File: config.mk
export PLATFORM = sky130hd
export DESIGN_NAME = mrb_top
export DESIGN_NICKNAME = d
export VERILOG_FILES = /design/src/shared/mrb_pkg.sv /design/src/rtl/mrb_i2c_byte.sv /design/src/rtl/mrb_top.sv
export VERILOG_INCLUDE_DIRS = /design/src /design/src/shared
export SDC_FILE = /design/constraint.sdc
export NUM_CORES = 2
export LEC_CHECK = 0
export BUFFER_PORTS_ARGS = -buffer_cell sky130_fd_sc_hd__buf_4
export CORE_AREA = 2 2 319 321
export DETAILED_ROUTE_END_ITERATION = 8
export DIE_AREA = 0 0 321 323
export PLACE_DENSITY = 0.59
export SYNTH_ARGS = -nofsm -noshare
export SYNTH_HDL_FRONTEND = slang
export SYNTH_SLANG_ARGS = --single-unit
export TNS_END_PERCENT = 100
File: constraint.sdc
create_clock -name mclk -period 35.6 [get_ports mclk]
set_input_delay 3.56 -clock mclk [delete_from_list [all_inputs] [get_ports mclk]]
set_output_delay 3.56 -clock mclk [all_outputs]
set_load 0.02 [all_outputs]
File: src/shared/mrb_defines.svh
/*
 * register offsets, field positions, reset values and conversion timing
 * for the monitor register bank; assumes a 25 MHz block clock
 */
`ifndef MRB_DEFINES_SVH
`define MRB_DEFINES_SVH
// ****************************************
// register pointers
// ****************************************
`define MRB_PTR_CFG 8'h00
`define MRB_PTR_SHV 8'h01
`define MRB_PTR_BSV 8'h02
`define MRB_PTR_PWR 8'h03
`define MRB_PTR_CUR 8'h04
`define MRB_PTR_CAL 8'h05
`define MRB_PTR_MSK 8'h06
`define MRB_PTR_LIM 8'h07
// ****************************************
// reset values and fields
// ****************************************
`define MRB_CFG_RST 16'h4127
`define MRB_ZERO_RST 16'h0000
`define MRB_CFG_SRST_BIT 15
`define MRB_CFG_FIX_HI 14
`define MRB_CFG_FIX_LO 12
`define MRB_CFG_FIX_VAL 3'h4
`define MRB_AVG_HI 11
`define MRB_AVG_LO 9
`define MRB_BCT_HI 8
`define MRB_BCT_LO 6
`define MRB_SCT_HI 5
`define MRB_SCT_LO 3
`define MRB_MODE_HI 2
`define MRB_MODE_LO 0
`define MRB_RDY_BIT 3
// ****************************************
// conversion times in microseconds
// ****************************************
`define MRB_CLK_MHZ 25
`define MRB_CT0_US 140
`define MRB_CT1_US 204
`define MRB_CT2_US 332
`define MRB_CT3_US 588
`define MRB_CT4_US 1100
`define MRB_CT5_US 2116
`define MRB_CT6_US 4156
`define MRB_CT7_US 8244
`define MRB_CYC(us) (24'((us) * `MRB_CLK_MHZ))
`endif

File: src/shared/mrb_pkg.sv
/*
 * types shared by the register bank and its serial byte engine;
 * assumes nothing beyond a SystemVerilog compiler
 */
`default_nettype none
package mrb_pkg;
   // ****************************************
   // carriers
   // ****************************************
   typedef struct packed {
      logic start;
      logic stop;
      logic byte_vld;
      logic tx_next;
      logic [7:0] data;
   } mrb_ev_s;
   typedef struct packed {
      logic shunt_on;
      logic bus_on;
   } mrb_conv_s;
   typedef struct packed {
      logic [15:0] cfg;
      logic [15:0] shv;
      logic [15:0] bsv;
      logic [15:0] pwr;
      logic [15:0] cur;
      logic [15:0] cal;
      logic [15:0] msk;
      logic [15:0] lim;
   } mrb_regs_s;
   // ****************************************
   // states
   // ****************************************
   typedef enum logic [2:0] {E_IDLE, E_RX, E_RACK, E_TX, E_TACK} mrb_eng_e;
   typedef enum logic [2:0] {T_ADDR, T_PTR, T_WMSB, T_WLSB, T_RD, T_IGN} mrb_txn_e;
   typedef enum logic [1:0] {C_IDLE, C_SHUNT, C_BUS} mrb_conv_e;
endpackage
`default_nettype wire
File: src/rtl/mrb_i2c_byte.sv
/*
 * two-wire serial byte engine: start/stop detection, byte receive with
 * acknowledge, byte transmit; assumes the serial clock is several times
 * slower than mclk so that sampled edges are at least four cycles apart
 */
`default_nettype none
module mrb_i2c_byte
   import mrb_pkg::*;
(
   // clock and reset
   input wire logic mclk,
   input wire logic reset,
   // pins
   input wire logic scl_in,
   input wire logic sda_in,
   output logic sda_out,
   output logic sda_oe_n,
   // to register bank
   output mrb_ev_s ev,
   input wire logic ack_ok,
   input wire logic tx_go,
   input wire logic [7:0] tx_byte
);
   logic [2:0] scl_ff, sda_ff;
   mrb_eng_e st_ff, nxt_st;
   logic [3:0] cnt_ff, nxt_cnt;
   logic [7:0] sh_ff, nxt_sh;
   logic drv_ff, nxt_drv, ack_ff, nxt_ack;
   mrb_ev_s ev_ff, nxt_ev;
   logic scl_r, scl_f, start, stop;

   // ****************************************
   // edge and condition detection
   // ****************************************
   // stage 0 feeds stage 1 only; edges are taken between stages 1 and 2
   assign scl_r = scl_ff[1] & ~scl_ff[2];
   assign scl_f = ~scl_ff[1] & scl_ff[2];
   assign start = scl_ff[1] & scl_ff[2] & ~sda_ff[1] & sda_ff[2];
   assign stop = scl_ff[1] & scl_ff[2] & sda_ff[1] & ~sda_ff[2];

   // ****************************************
   // byte sequencing
   // ****************************************
   always_comb begin
      nxt_st = st_ff;
      nxt_cnt = cnt_ff;
      nxt_sh = sh_ff;
      nxt_drv = drv_ff;
      nxt_ack = ack_ff;
      nxt_ev = '0;
      if (start) begin
         nxt_st = E_RX;
         nxt_cnt = 4'h0;
         nxt_drv = 1'b0;
         nxt_ev.start = 1'b1;
      end else if (stop) begin
         nxt_st = E_IDLE;
         nxt_drv = 1'b0;
         nxt_ev.stop = 1'b1;
      end else begin
         unique case (st_ff)
            E_IDLE: ;
            E_RX: if (scl_r) begin
               // msb arrives first
               nxt_sh = {sh_ff[6:0], sda_ff[1]};
               nxt_cnt = cnt_ff + 4'h1;
               if (cnt_ff == 4'h7) begin
                  nxt_ev.byte_vld = 1'b1;
                  nxt_st = E_RACK;
               end
            end
            E_RACK: if (scl_f) begin
               if (cnt_ff == 4'h8) begin
                  nxt_drv = ack_ok;
                  nxt_cnt = 4'h9;
                  if (!ack_ok)
                     nxt_st = E_IDLE;
               end else if (tx_go) begin
                  nxt_st = E_TX;
                  nxt_sh = tx_byte;
                  nxt_drv = ~tx_byte[7];
                  nxt_cnt = 4'h1;
               end else begin
                  nxt_st = E_RX;
                  nxt_drv = 1'b0;
                  nxt_cnt = 4'h0;
               end
            end
            E_TX: if (scl_f) begin
               if (cnt_ff == 4'h8) begin
                  nxt_drv = 1'b0;
                  nxt_ack = 1'b0;
                  nxt_st = E_TACK;
               end else begin
                  nxt_sh = {sh_ff[6:0], 1'b1};
                  nxt_drv = ~sh_ff[6];
                  nxt_cnt = cnt_ff + 4'h1;
               end
            end
            E_TACK: if (scl_r) begin
               nxt_ack = ~sda_ff[1];
               nxt_ev.tx_next = ~sda_ff[1];
            end else if (scl_f) begin
               // a missing acknowledge ends the read
               nxt_st = ack_ff ? E_TX : E_IDLE;
               nxt_sh = tx_byte;
               nxt_drv = ack_ff & ~tx_byte[7];
               nxt_cnt = 4'h1;
            end
            default: nxt_st = E_IDLE;
         endcase
      end
      nxt_ev.data = nxt_sh;
   end

   always_ff @(posedge mclk) begin
      scl_ff <= {scl_ff[1:0], scl_in};
      sda_ff <= {sda_ff[1:0], sda_in};
      if (reset) begin
         st_ff <= E_IDLE;
         cnt_ff <= 4'h0;
         sh_ff <= 8'h00;
         drv_ff <= 1'b0;
         ack_ff <= 1'b0;
         ev_ff <= '0;
      end else begin
         st_ff <= nxt_st;
         cnt_ff <= nxt_cnt;
         sh_ff <= nxt_sh;
         drv_ff <= nxt_drv;
         ack_ff <= nxt_ack;
         ev_ff <= nxt_ev;
      end
   end

   assign ev = ev_ff;
   assign sda_out = 1'b0;
   assign sda_oe_n = ~drv_ff;
endmodule
`default_nettype wire

File: src/rtl/mrb_top.sv
/*
 * monitor register bank: pointer-addressed 16-bit registers over the
 * two-wire serial port, configuration decode and conversion sequencing;
 * assumes converter codes arrive on mclk and are valid when sampled
 */
`default_nettype none
`include "mrb_defines.svh"
// Function
// - registers 16 bits, sent as two bytes
// - pointer 00 control register, reset 4127
// - pointer 01 shunt result, read-only, zero
// - pointer 02 bus result, read-only, zero
// - pointer 03 power result, read-only, zero
// - pointer 04 current result, read-only, zero
// - pointer 05 scaling register, bits 14:0 read/write, bit 15 reads zero, zero
// - pointer 06 alert config plus ready flag
// - pointer 07 alert threshold, read/write, zero
// - zero scaling gives zero current, power
// - control reads change nothing
// - control write halts, then restarts conversion
// - bit 15 soft reset, self-clearing
// - bits 11:9 pick averaging count
// - bits 8:6 pick bus conversion time
// - bits 5:3 pick shunt conversion time
// - bits 2:0 pick operating mode
// - write is pointer then two bytes
// - most significant byte goes first
// - current is shunt times scaling, shifted right 11
module mrb_top
   import mrb_pkg::*;
#(
   parameter logic [6:0] SLV_ADDR = 7'h40,
   parameter int CUR_SHIFT = 11,
   parameter int PWR_SHIFT = 13,
   parameter logic [7:0][23:0] CONV_CYC = {`MRB_CYC(`MRB_CT7_US), `MRB_CYC(`MRB_CT6_US),
      `MRB_CYC(`MRB_CT5_US), `MRB_CYC(`MRB_CT4_US), `MRB_CYC(`MRB_CT3_US),
      `MRB_CYC(`MRB_CT2_US), `MRB_CYC(`MRB_CT1_US), `MRB_CYC(`MRB_CT0_US)}
)
(
   // clock and reset
   input wire logic mclk,
   input wire logic reset,
   // serial pins
   input wire logic scl_in,
   input wire logic sda_in,
   output logic sda_out,
   output logic sda_oe_n,
   // converter
   input wire logic [15:0] adc_shunt,
   input wire logic [15:0] adc_bus,
   output mrb_conv_s conv_phase
);
   mrb_ev_s ev;
   mrb_txn_e txn_ff, nxt_txn;
   mrb_regs_s reg_ff, nxt_reg;
   logic [7:0] ptr_ff, nxt_ptr, wmsb_ff, nxt_wmsb;
   logic [15:0] rd_word_ff, nxt_rd_word, wdata;
   logic rd_lo_ff, nxt_rd_lo, ack_ok_ff, nxt_ack_ok, tx_go_ff, nxt_tx_go;
   logic halt_ff, nxt_halt, go_ff, nxt_go, wr_now;
   mrb_conv_e c_ff, nxt_c;
   logic [23:0] cnt_ff, nxt_cnt;
   logic [10:0] rnd_ff, nxt_rnd;
   logic signed [25:0] acc_sh_ff, nxt_acc_sh, acc_bs_ff, nxt_acc_bs;
   logic store, rend, en_sh, en_bs;
   logic [3:0] avg_sh;
   logic [15:0] sh_avg, bs_avg, cur_val, pwr_val;
   logic signed [31:0] cur_prod, pwr_prod, cur_shr, pwr_shr;
   mrb_conv_s conv_ff;

   mrb_i2c_byte u_byte (
      .mclk(mclk),
      .reset(reset),
      .scl_in(scl_in),
      .sda_in(sda_in),
      .sda_out(sda_out),
      .sda_oe_n(sda_oe_n),
      .ev(ev),
      .ack_ok(ack_ok_ff),
      .tx_go(tx_go_ff),
      .tx_byte(rd_lo_ff ? rd_word_ff[7:0] : rd_word_ff[15:8])
   );

   // ****************************************
   // read selection
   // ****************************************
   function automatic logic [15:0] rd_sel(input mrb_regs_s r, input logic [7:0] p);
      logic zcal;
      zcal = (r.cal == `MRB_ZERO_RST);
      case (p)
         `MRB_PTR_CFG: rd_sel = r.cfg;
         `MRB_PTR_SHV: rd_sel = r.shv;
         `MRB_PTR_BSV: rd_sel = r.bsv;
         `MRB_PTR_PWR: rd_sel = zcal ? `MRB_ZERO_RST : r.pwr;
         `MRB_PTR_CUR: rd_sel = zcal ? `MRB_ZERO_RST : r.cur;
         `MRB_PTR_CAL: rd_sel = r.cal;
         `MRB_PTR_MSK: rd_sel = r.msk;
         `MRB_PTR_LIM: rd_sel = r.lim;
         default: rd_sel = `MRB_ZERO_RST;
      endcase
   endfunction

   // ****************************************
   // transactions and registers
   // ****************************************
   assign wr_now = ev.byte_vld && (txn_ff == T_WLSB);
   assign wdata = {wmsb_ff, ev.data};

   always_comb begin
      nxt_txn = txn_ff;
      nxt_reg = reg_ff;
      nxt_ptr = ptr_ff;
      nxt_wmsb = wmsb_ff;
      nxt_rd_word = rd_word_ff;
      nxt_rd_lo = rd_lo_ff;
      nxt_ack_ok = ack_ok_ff;
      nxt_tx_go = tx_go_ff;
      nxt_halt = halt_ff;
      nxt_go = go_ff & halt_ff;
      if (ev.start || ev.stop) begin
         nxt_txn = T_ADDR;
         nxt_tx_go = 1'b0;
         // an aborted control write still releases the halt
         if (halt_ff) begin
            nxt_halt = 1'b0;
            nxt_go = 1'b1;
         end
      end else if (ev.tx_next) begin
         nxt_rd_lo = ~rd_lo_ff;
         if (rd_lo_ff)
            nxt_rd_word = rd_sel(reg_ff, ptr_ff);
      end else if (ev.byte_vld) begin
         nxt_ack_ok = 1'b1;
         unique case (txn_ff)
            T_ADDR: if (ev.data[7:1] == SLV_ADDR) begin
               nxt_tx_go = ev.data[0];
               nxt_txn = ev.data[0] ? T_RD : T_PTR;
               // snapshot keeps both bytes of one word coherent
               nxt_rd_word = rd_sel(reg_ff, ptr_ff);
               nxt_rd_lo = 1'b0;
               if (ev.data[0] && ptr_ff == `MRB_PTR_MSK)
                  nxt_reg.msk[`MRB_RDY_BIT] = 1'b0;
            end else begin
               nxt_ack_ok = 1'b0;
               nxt_txn = T_IGN;
            end
            T_PTR: begin
               nxt_ptr = ev.data;
               nxt_txn = T_WMSB;
            end
            T_WMSB: begin
               nxt_wmsb = ev.data;
               nxt_txn = T_WLSB;
               if (ptr_ff == `MRB_PTR_CFG)
                  nxt_halt = 1'b1;
            end
            T_WLSB: nxt_txn = T_WMSB;
            T_RD, T_IGN: ;
         endcase
      end
      if (wr_now) begin
         unique case (ptr_ff)
            `MRB_PTR_CFG: begin
               nxt_halt = 1'b0;
               nxt_go = 1'b1;
               nxt_reg.cfg = {1'b0, `MRB_CFG_FIX_VAL, wdata[`MRB_AVG_HI:0]};
               nxt_reg.msk[`MRB_RDY_BIT] = 1'b0;
            end
            `MRB_PTR_CAL: nxt_reg.cal = {1'b0, wdata[14:0]};
            `MRB_PTR_MSK: begin
               nxt_reg.msk = wdata;
               nxt_reg.msk[`MRB_RDY_BIT] = reg_ff.msk[`MRB_RDY_BIT];
            end
            `MRB_PTR_LIM: nxt_reg.lim = wdata;
            default: ; // results take no writes
         endcase
      end
      if (store) begin
         if (en_sh) begin
            nxt_reg.shv = sh_avg;
            nxt_reg.cur = cur_val;
         end
         if (en_bs)
            nxt_reg.bsv = bs_avg;
         nxt_reg.pwr = pwr_val;
         // hardware set beats any clear in the same cycle except a soft reset
         nxt_reg.msk[`MRB_RDY_BIT] = 1'b1;
      end
      if (wr_now && ptr_ff == `MRB_PTR_CFG && wdata[`MRB_CFG_SRST_BIT]) begin
         // self-clearing: the bit is never stored
         nxt_reg = '{`MRB_CFG_RST, `MRB_ZERO_RST, `MRB_ZERO_RST, `MRB_ZERO_RST,
            `MRB_ZERO_RST, `MRB_ZERO_RST, `MRB_ZERO_RST, `MRB_ZERO_RST};
         nxt_ptr = `MRB_PTR_CFG;
      end
   end

   always_ff @(posedge mclk) begin
      if (reset) begin
         txn_ff <= T_ADDR;
         reg_ff <= '{`MRB_CFG_RST, `MRB_ZERO_RST, `MRB_ZERO_RST, `MRB_ZERO_RST,
            `MRB_ZERO_RST, `MRB_ZERO_RST, `MRB_ZERO_RST, `MRB_ZERO_RST};
         ptr_ff <= `MRB_PTR_CFG;
         wmsb_ff <= 8'h00;
         rd_word_ff <= 16'h0000;
         rd_lo_ff <= 1'b0;
         ack_ok_ff <= 1'b0;
         tx_go_ff <= 1'b0;
         halt_ff <= 1'b0;
         go_ff <= 1'b1;
      end else begin
         txn_ff <= nxt_txn;
         reg_ff <= nxt_reg;
         ptr_ff <= nxt_ptr;
         wmsb_ff <= nxt_wmsb;
         rd_word_ff <= nxt_rd_word;
         rd_lo_ff <= nxt_rd_lo;
         ack_ok_ff <= nxt_ack_ok;
         tx_go_ff <= nxt_tx_go;
         halt_ff <= nxt_halt;
         go_ff <= nxt_go;
      end
   end

   // ****************************************
   // conversion sequencing
   // ****************************************
   assign en_sh = reg_ff.cfg[`MRB_MODE_LO];
   assign en_bs = reg_ff.cfg[`MRB_MODE_LO + 1];

   always_comb begin
      unique case (reg_ff.cfg[`MRB_AVG_HI:`MRB_AVG_LO])
         3'h0: avg_sh = 4'h0;
         3'h1: avg_sh = 4'h2;
         3'h2: avg_sh = 4'h4;
         3'h3: avg_sh = 4'h6;
         3'h4: avg_sh = 4'h7;
         3'h5: avg_sh = 4'h8;
         3'h6: avg_sh = 4'h9;
         3'h7: avg_sh = 4'hA;
      endcase
   end

   always_comb begin
      nxt_c = c_ff;
      nxt_cnt = cnt_ff + 24'h1;
      nxt_rnd = rnd_ff;
      nxt_acc_sh = acc_sh_ff;
      nxt_acc_bs = acc_bs_ff;
      rend = 1'b0;
      store = 1'b0;
      if (halt_ff || go_ff) begin
         // restart from scratch so no sample mixes old and new settings
         nxt_c = (!halt_ff && en_sh) ? C_SHUNT : (!halt_ff && en_bs) ? C_BUS : C_IDLE;
         nxt_cnt = 24'h0;
         nxt_rnd = 11'h0;
         nxt_acc_sh = 26'sh0;
         nxt_acc_bs = 26'sh0;
      end else begin
         unique case (c_ff)
            C_IDLE: nxt_cnt = 24'h0;
            C_SHUNT: if (cnt_ff == CONV_CYC[reg_ff.cfg[`MRB_SCT_HI:`MRB_SCT_LO]] - 24'h1) begin
               nxt_acc_sh = acc_sh_ff + 26'($signed(adc_shunt));
               nxt_cnt = 24'h0;
               nxt_c = en_bs ? C_BUS : c_ff;
               rend = ~en_bs;
            end
            C_BUS: if (cnt_ff == CONV_CYC[reg_ff.cfg[`MRB_BCT_HI:`MRB_BCT_LO]] - 24'h1) begin
               nxt_acc_bs = acc_bs_ff + $signed({10'h000, adc_bus});
               nxt_cnt = 24'h0;
               rend = 1'b1;
            end
            default: nxt_c = C_IDLE;
         endcase
         if (rend) begin
            nxt_c = en_sh ? C_SHUNT : C_BUS;
            if (rnd_ff == (11'h1 << avg_sh) - 11'h1) begin
               store = 1'b1;
               nxt_rnd = 11'h0;
               nxt_acc_sh = 26'sh0;
               nxt_acc_bs = 26'sh0;
               // triggered modes stop after one averaged result
               if (!reg_ff.cfg[`MRB_MODE_HI])
                  nxt_c = C_IDLE;
            end else begin
               nxt_rnd = rnd_ff + 11'h1;
            end
         end
      end
   end

   // averages use the sum including this round's sample
   assign sh_avg = 16'((acc_sh_ff + ((c_ff == C_SHUNT) ? 26'($signed(adc_shunt)) : 26'sh0)) >>> avg_sh);
   assign bs_avg = 16'((acc_bs_ff + ((c_ff == C_BUS) ? $signed({10'h000, adc_bus}) : 26'sh0)) >>> avg_sh);
   assign cur_prod = $signed(sh_avg) * $signed({1'b0, reg_ff.cal[14:0]});
   assign cur_shr = cur_prod >>> CUR_SHIFT;
   assign cur_val = en_sh ? cur_shr[15:0] : reg_ff.cur;
   assign pwr_prod = $signed(cur_val) * $signed({1'b0, (en_bs ? bs_avg[14:0] : reg_ff.bsv[14:0])});
   assign pwr_shr = pwr_prod >>> PWR_SHIFT;
   assign pwr_val = pwr_shr[15:0];

   always_ff @(posedge mclk) begin
      if (reset) begin
         c_ff <= C_IDLE;
         cnt_ff <= 24'h0;
         rnd_ff <= 11'h0;
         acc_sh_ff <= 26'sh0;
         acc_bs_ff <= 26'sh0;
         conv_ff <= '0;
      end else begin
         c_ff <= nxt_c;
         cnt_ff <= nxt_cnt;
         rnd_ff <= nxt_rnd;
         acc_sh_ff <= nxt_acc_sh;
         acc_bs_ff <= nxt_acc_bs;
         conv_ff <= '{nxt_c == C_SHUNT, nxt_c == C_BUS};
      end
   end

   assign conv_phase = conv_ff;
endmodule
`default_nettype wire

==> metrics.cfg <==
[global_routing]
antenna_found_initial = 1
met2_usage = 0.335
use_met1 = 0.280
gr-max-usage-layer = met2
grt_max_degree = 76
grt-ovfl-total = 0
grt_pass1_vias = 30200
grt_pass1_wl_um = 169000
grt_use_met3 = 0.0208
track_usage = 0.202

[final_layout]
mostFrequentLayoutCells = nand2_1, inv_1, fa_1
final_common_cell = nand2_1
nets = 5143
drive_above_1_share = 0.0597
area_growth_pct = 7.78
final_util = 0.395
diodes = 0

[sta]
setup_tns_ps = 0
post-route-min-period_ps = 19080
clock.fmax_ghz = 0.0524
finalHoldViolations = 0
skew_ps = 24.6
finalSetupViolations = 0
post-route-period-util = 0.536
relSlewSlack = 0.154
rsz0062_at_grt = false
worst_slew_pin_slew_ps = 1230
slew_violations = 0

[cts]
clock_sinks = 313
cts_max_path_buffers = 3
cts-resized-gates = 0
path_clk_slew_ps = 60
cts_setup_buffers = 0
clk_latency_ps = 570
htree_levels = 2
holdBufCountCts = 0
cts_tree = built
cts-root-buf = clkbuf_16
cts_buffers = 36

[synthesis]
synth_area_leader_cell = fa_1
yosys_warnings = 0
synth_top_area_frac = 0.233
yosys_most_used_dff = dfxtp_1
yosys-top-cells-area = fa_1, dfxtp_1, ha_1
ys_ff_latch = 313
synth-edff-count = 0
synth_seq_area_share = 0.170
netlist_instances = 4508
synth_cell_types = 93
avgSynthCellArea_um2 = 8.19
synth_area_um2 = 36900
async_flop_share = 0
synth_nets = 5222

[detailed_routing]
ant_nets = 0
drt_pass1_iterations = 6
vias = 30700
first_iter_violations = 2145
viasPerCell = 5.32
drc = 0
wl_um = 104000
wl_per_cell_um = 18.0

[placed_design]
hpwl_um = 79800
portBuffers = 38
gp_congestion = 0.905

[power_and_ir_drop]
p_int_mw = 0.599
power.leakage_nw = 18.0
p_sw_frac = 0.241
p_comb_frac = 0.054
vdd_drop_max_v = 0.0000324
power_density_nw_per_um2 = 19.8
p_sw_mw = 0.190
total_power_mw = 0.789
pwr-share-seq = 0.447
clkPwrFrac = 0.500

[floorplan]
die-area_um2 = 104000
core.rowCount = 117
core_um2 = 101000
die_y_um = 323
top_level_ports = 40
initial_core_util = 0.367
die_width_um = 321

[worst_setup_path]
ff2ff_path_depth = 63
worst_path_most_repeated_cell = fa_1
cp-end-kind = flip-flop
critPathLaunchType = input pin
critPathArrivalTime_ps = 19500
critPathKind = input pin to flip-flop
slowest_delay_ps = 670
path_max_fanout = 16
slowest_stage = mux2i_1
cp.required_ps = 36020

[outcome]
status = finished clean

[hold_path]
hold_class = flip-flop to flip-flop
hold_depth = 0

[job]
maxCapViolCount = 0

==> per-layer routing <==
metal	wire length [um]	vias to the layer above	share of wire
met1	47100	15100	0.45
met5	0	-	0
li1	-	14600	-
met4	2830	0	0.027
met2	48300	791	0.47
met3	5600	138	0.054
==> worst max-delay path: cells and delay by family <==
family / cells / cell delay, ps
AOI/OAI and AO/OA: 23 / 5260
xor gates and xnor gates: 2 / 330
adders and majority gates: 16 / 7350
buffers and inverters: 9 / 700
muxes: 3 / 1130
and+or+nand+nor: 8 / 1150
==> worst paths after layout <==
check,startpoint,end,slack [ps]
setup / recovery,adc_shunt[0],reg_ff[76],16520
hold / removal,u_byte.scl_ff[0],u_byte.scl_ff[1],320
setup reg to reg,c_ff[1],reg_ff[76],18720
hold reg to reg,u_byte.scl_ff[0],u_byte.scl_ff[1],320
==> through the flow <==
stage	hold slack, ps	setup WS (ps)	instances	area (um^2)
floorplan	310	17760	4508	36900
finish	325	16520	5761	39800
detailed placement	314	16090	5700	38600
global placement	314	16370	5700	38600
CTS	328	16620	5761	39800
global route	329	15610	5761	39800
==> state kept, by name (all words and copies together), names as in the netlist, 8 cells and up, named ones only <==
register	count
acc_bs_ff	26
acc_sh_ff	26
cnt_ff	24
ptr_ff	8
rd_word_ff	16
reg_ff	121
rnd_ff	11
u_byte.ev	12
wmsb_ff	8
==> cells by family (layout without fill, tap and decap cells) <==
kind of cell | count (synthesis) | after routing | share of synthesized area
buf+inv | 817 | 761 | 0.0835
other cells | 1 | 1 | 0.000102
fa+ha+maj | 678 | 678 | 0.317
compound gates | 782 | 782 | 0.138
xor+xnor | 212 | 212 | 0.0514
simple gates | 1529 | 1529 | 0.187
mux | 176 | 176 | 0.0536
flops | 313 | 313 | 0.170
==> power groups by stage <==
stage / combinational, mW / sequential (mW) / clock (mW)
after detailed placement: 0.0419 / 0.360 / 0
after CTS: 0.0421 / 0.352 / 0.402
final: 0.0422 / 0.352 / 0.394
after global routing: 0.0464 / 0.352 / 0.415
after global placement: 0.0416 / 0.360 / 0
after floorplan: 0.0273 / 0.359 / 0
==> cell usage after synthesis (21+ instances only) <==
master / instances
nor4_1: 24
a21o_1: 48
clkbuf_1: 193
and3_1: 33
fa_1: 429
a211oi_1: 39
or3_1: 21
o21ai_0: 110
ha_1: 249
nand2b_1: 29
a21oi_1: 277
inv_1: 590
nor2_1: 422
mux2i_1: 128
o21bai_1: 28
a22oi_1: 66
nand3_1: 59
xnor2_1: 126
and2_1: 168
nand2_1: 609
o21a_1: 23
buf_1: 25
xor2_1: 83
mux2_2: 34
nor2b_1: 27
nor3_1: 65
dfxtp_1: 313
==> layout make-up <==
type / count / area, um^2
Clock buffer: 47 / 1020
Timing Repair Buffer: 106 / 796
Inverter: 594 / 2230
Clock inverter: 14 / 205
Multi-Input combinational cell: 3378 / 27600
Tap cell: 1309 / 1640
Fill cell: 10300 / 60900
Sequential cell: 313 / 6270
Note: power is estimated with default switching activity, not from simulation.
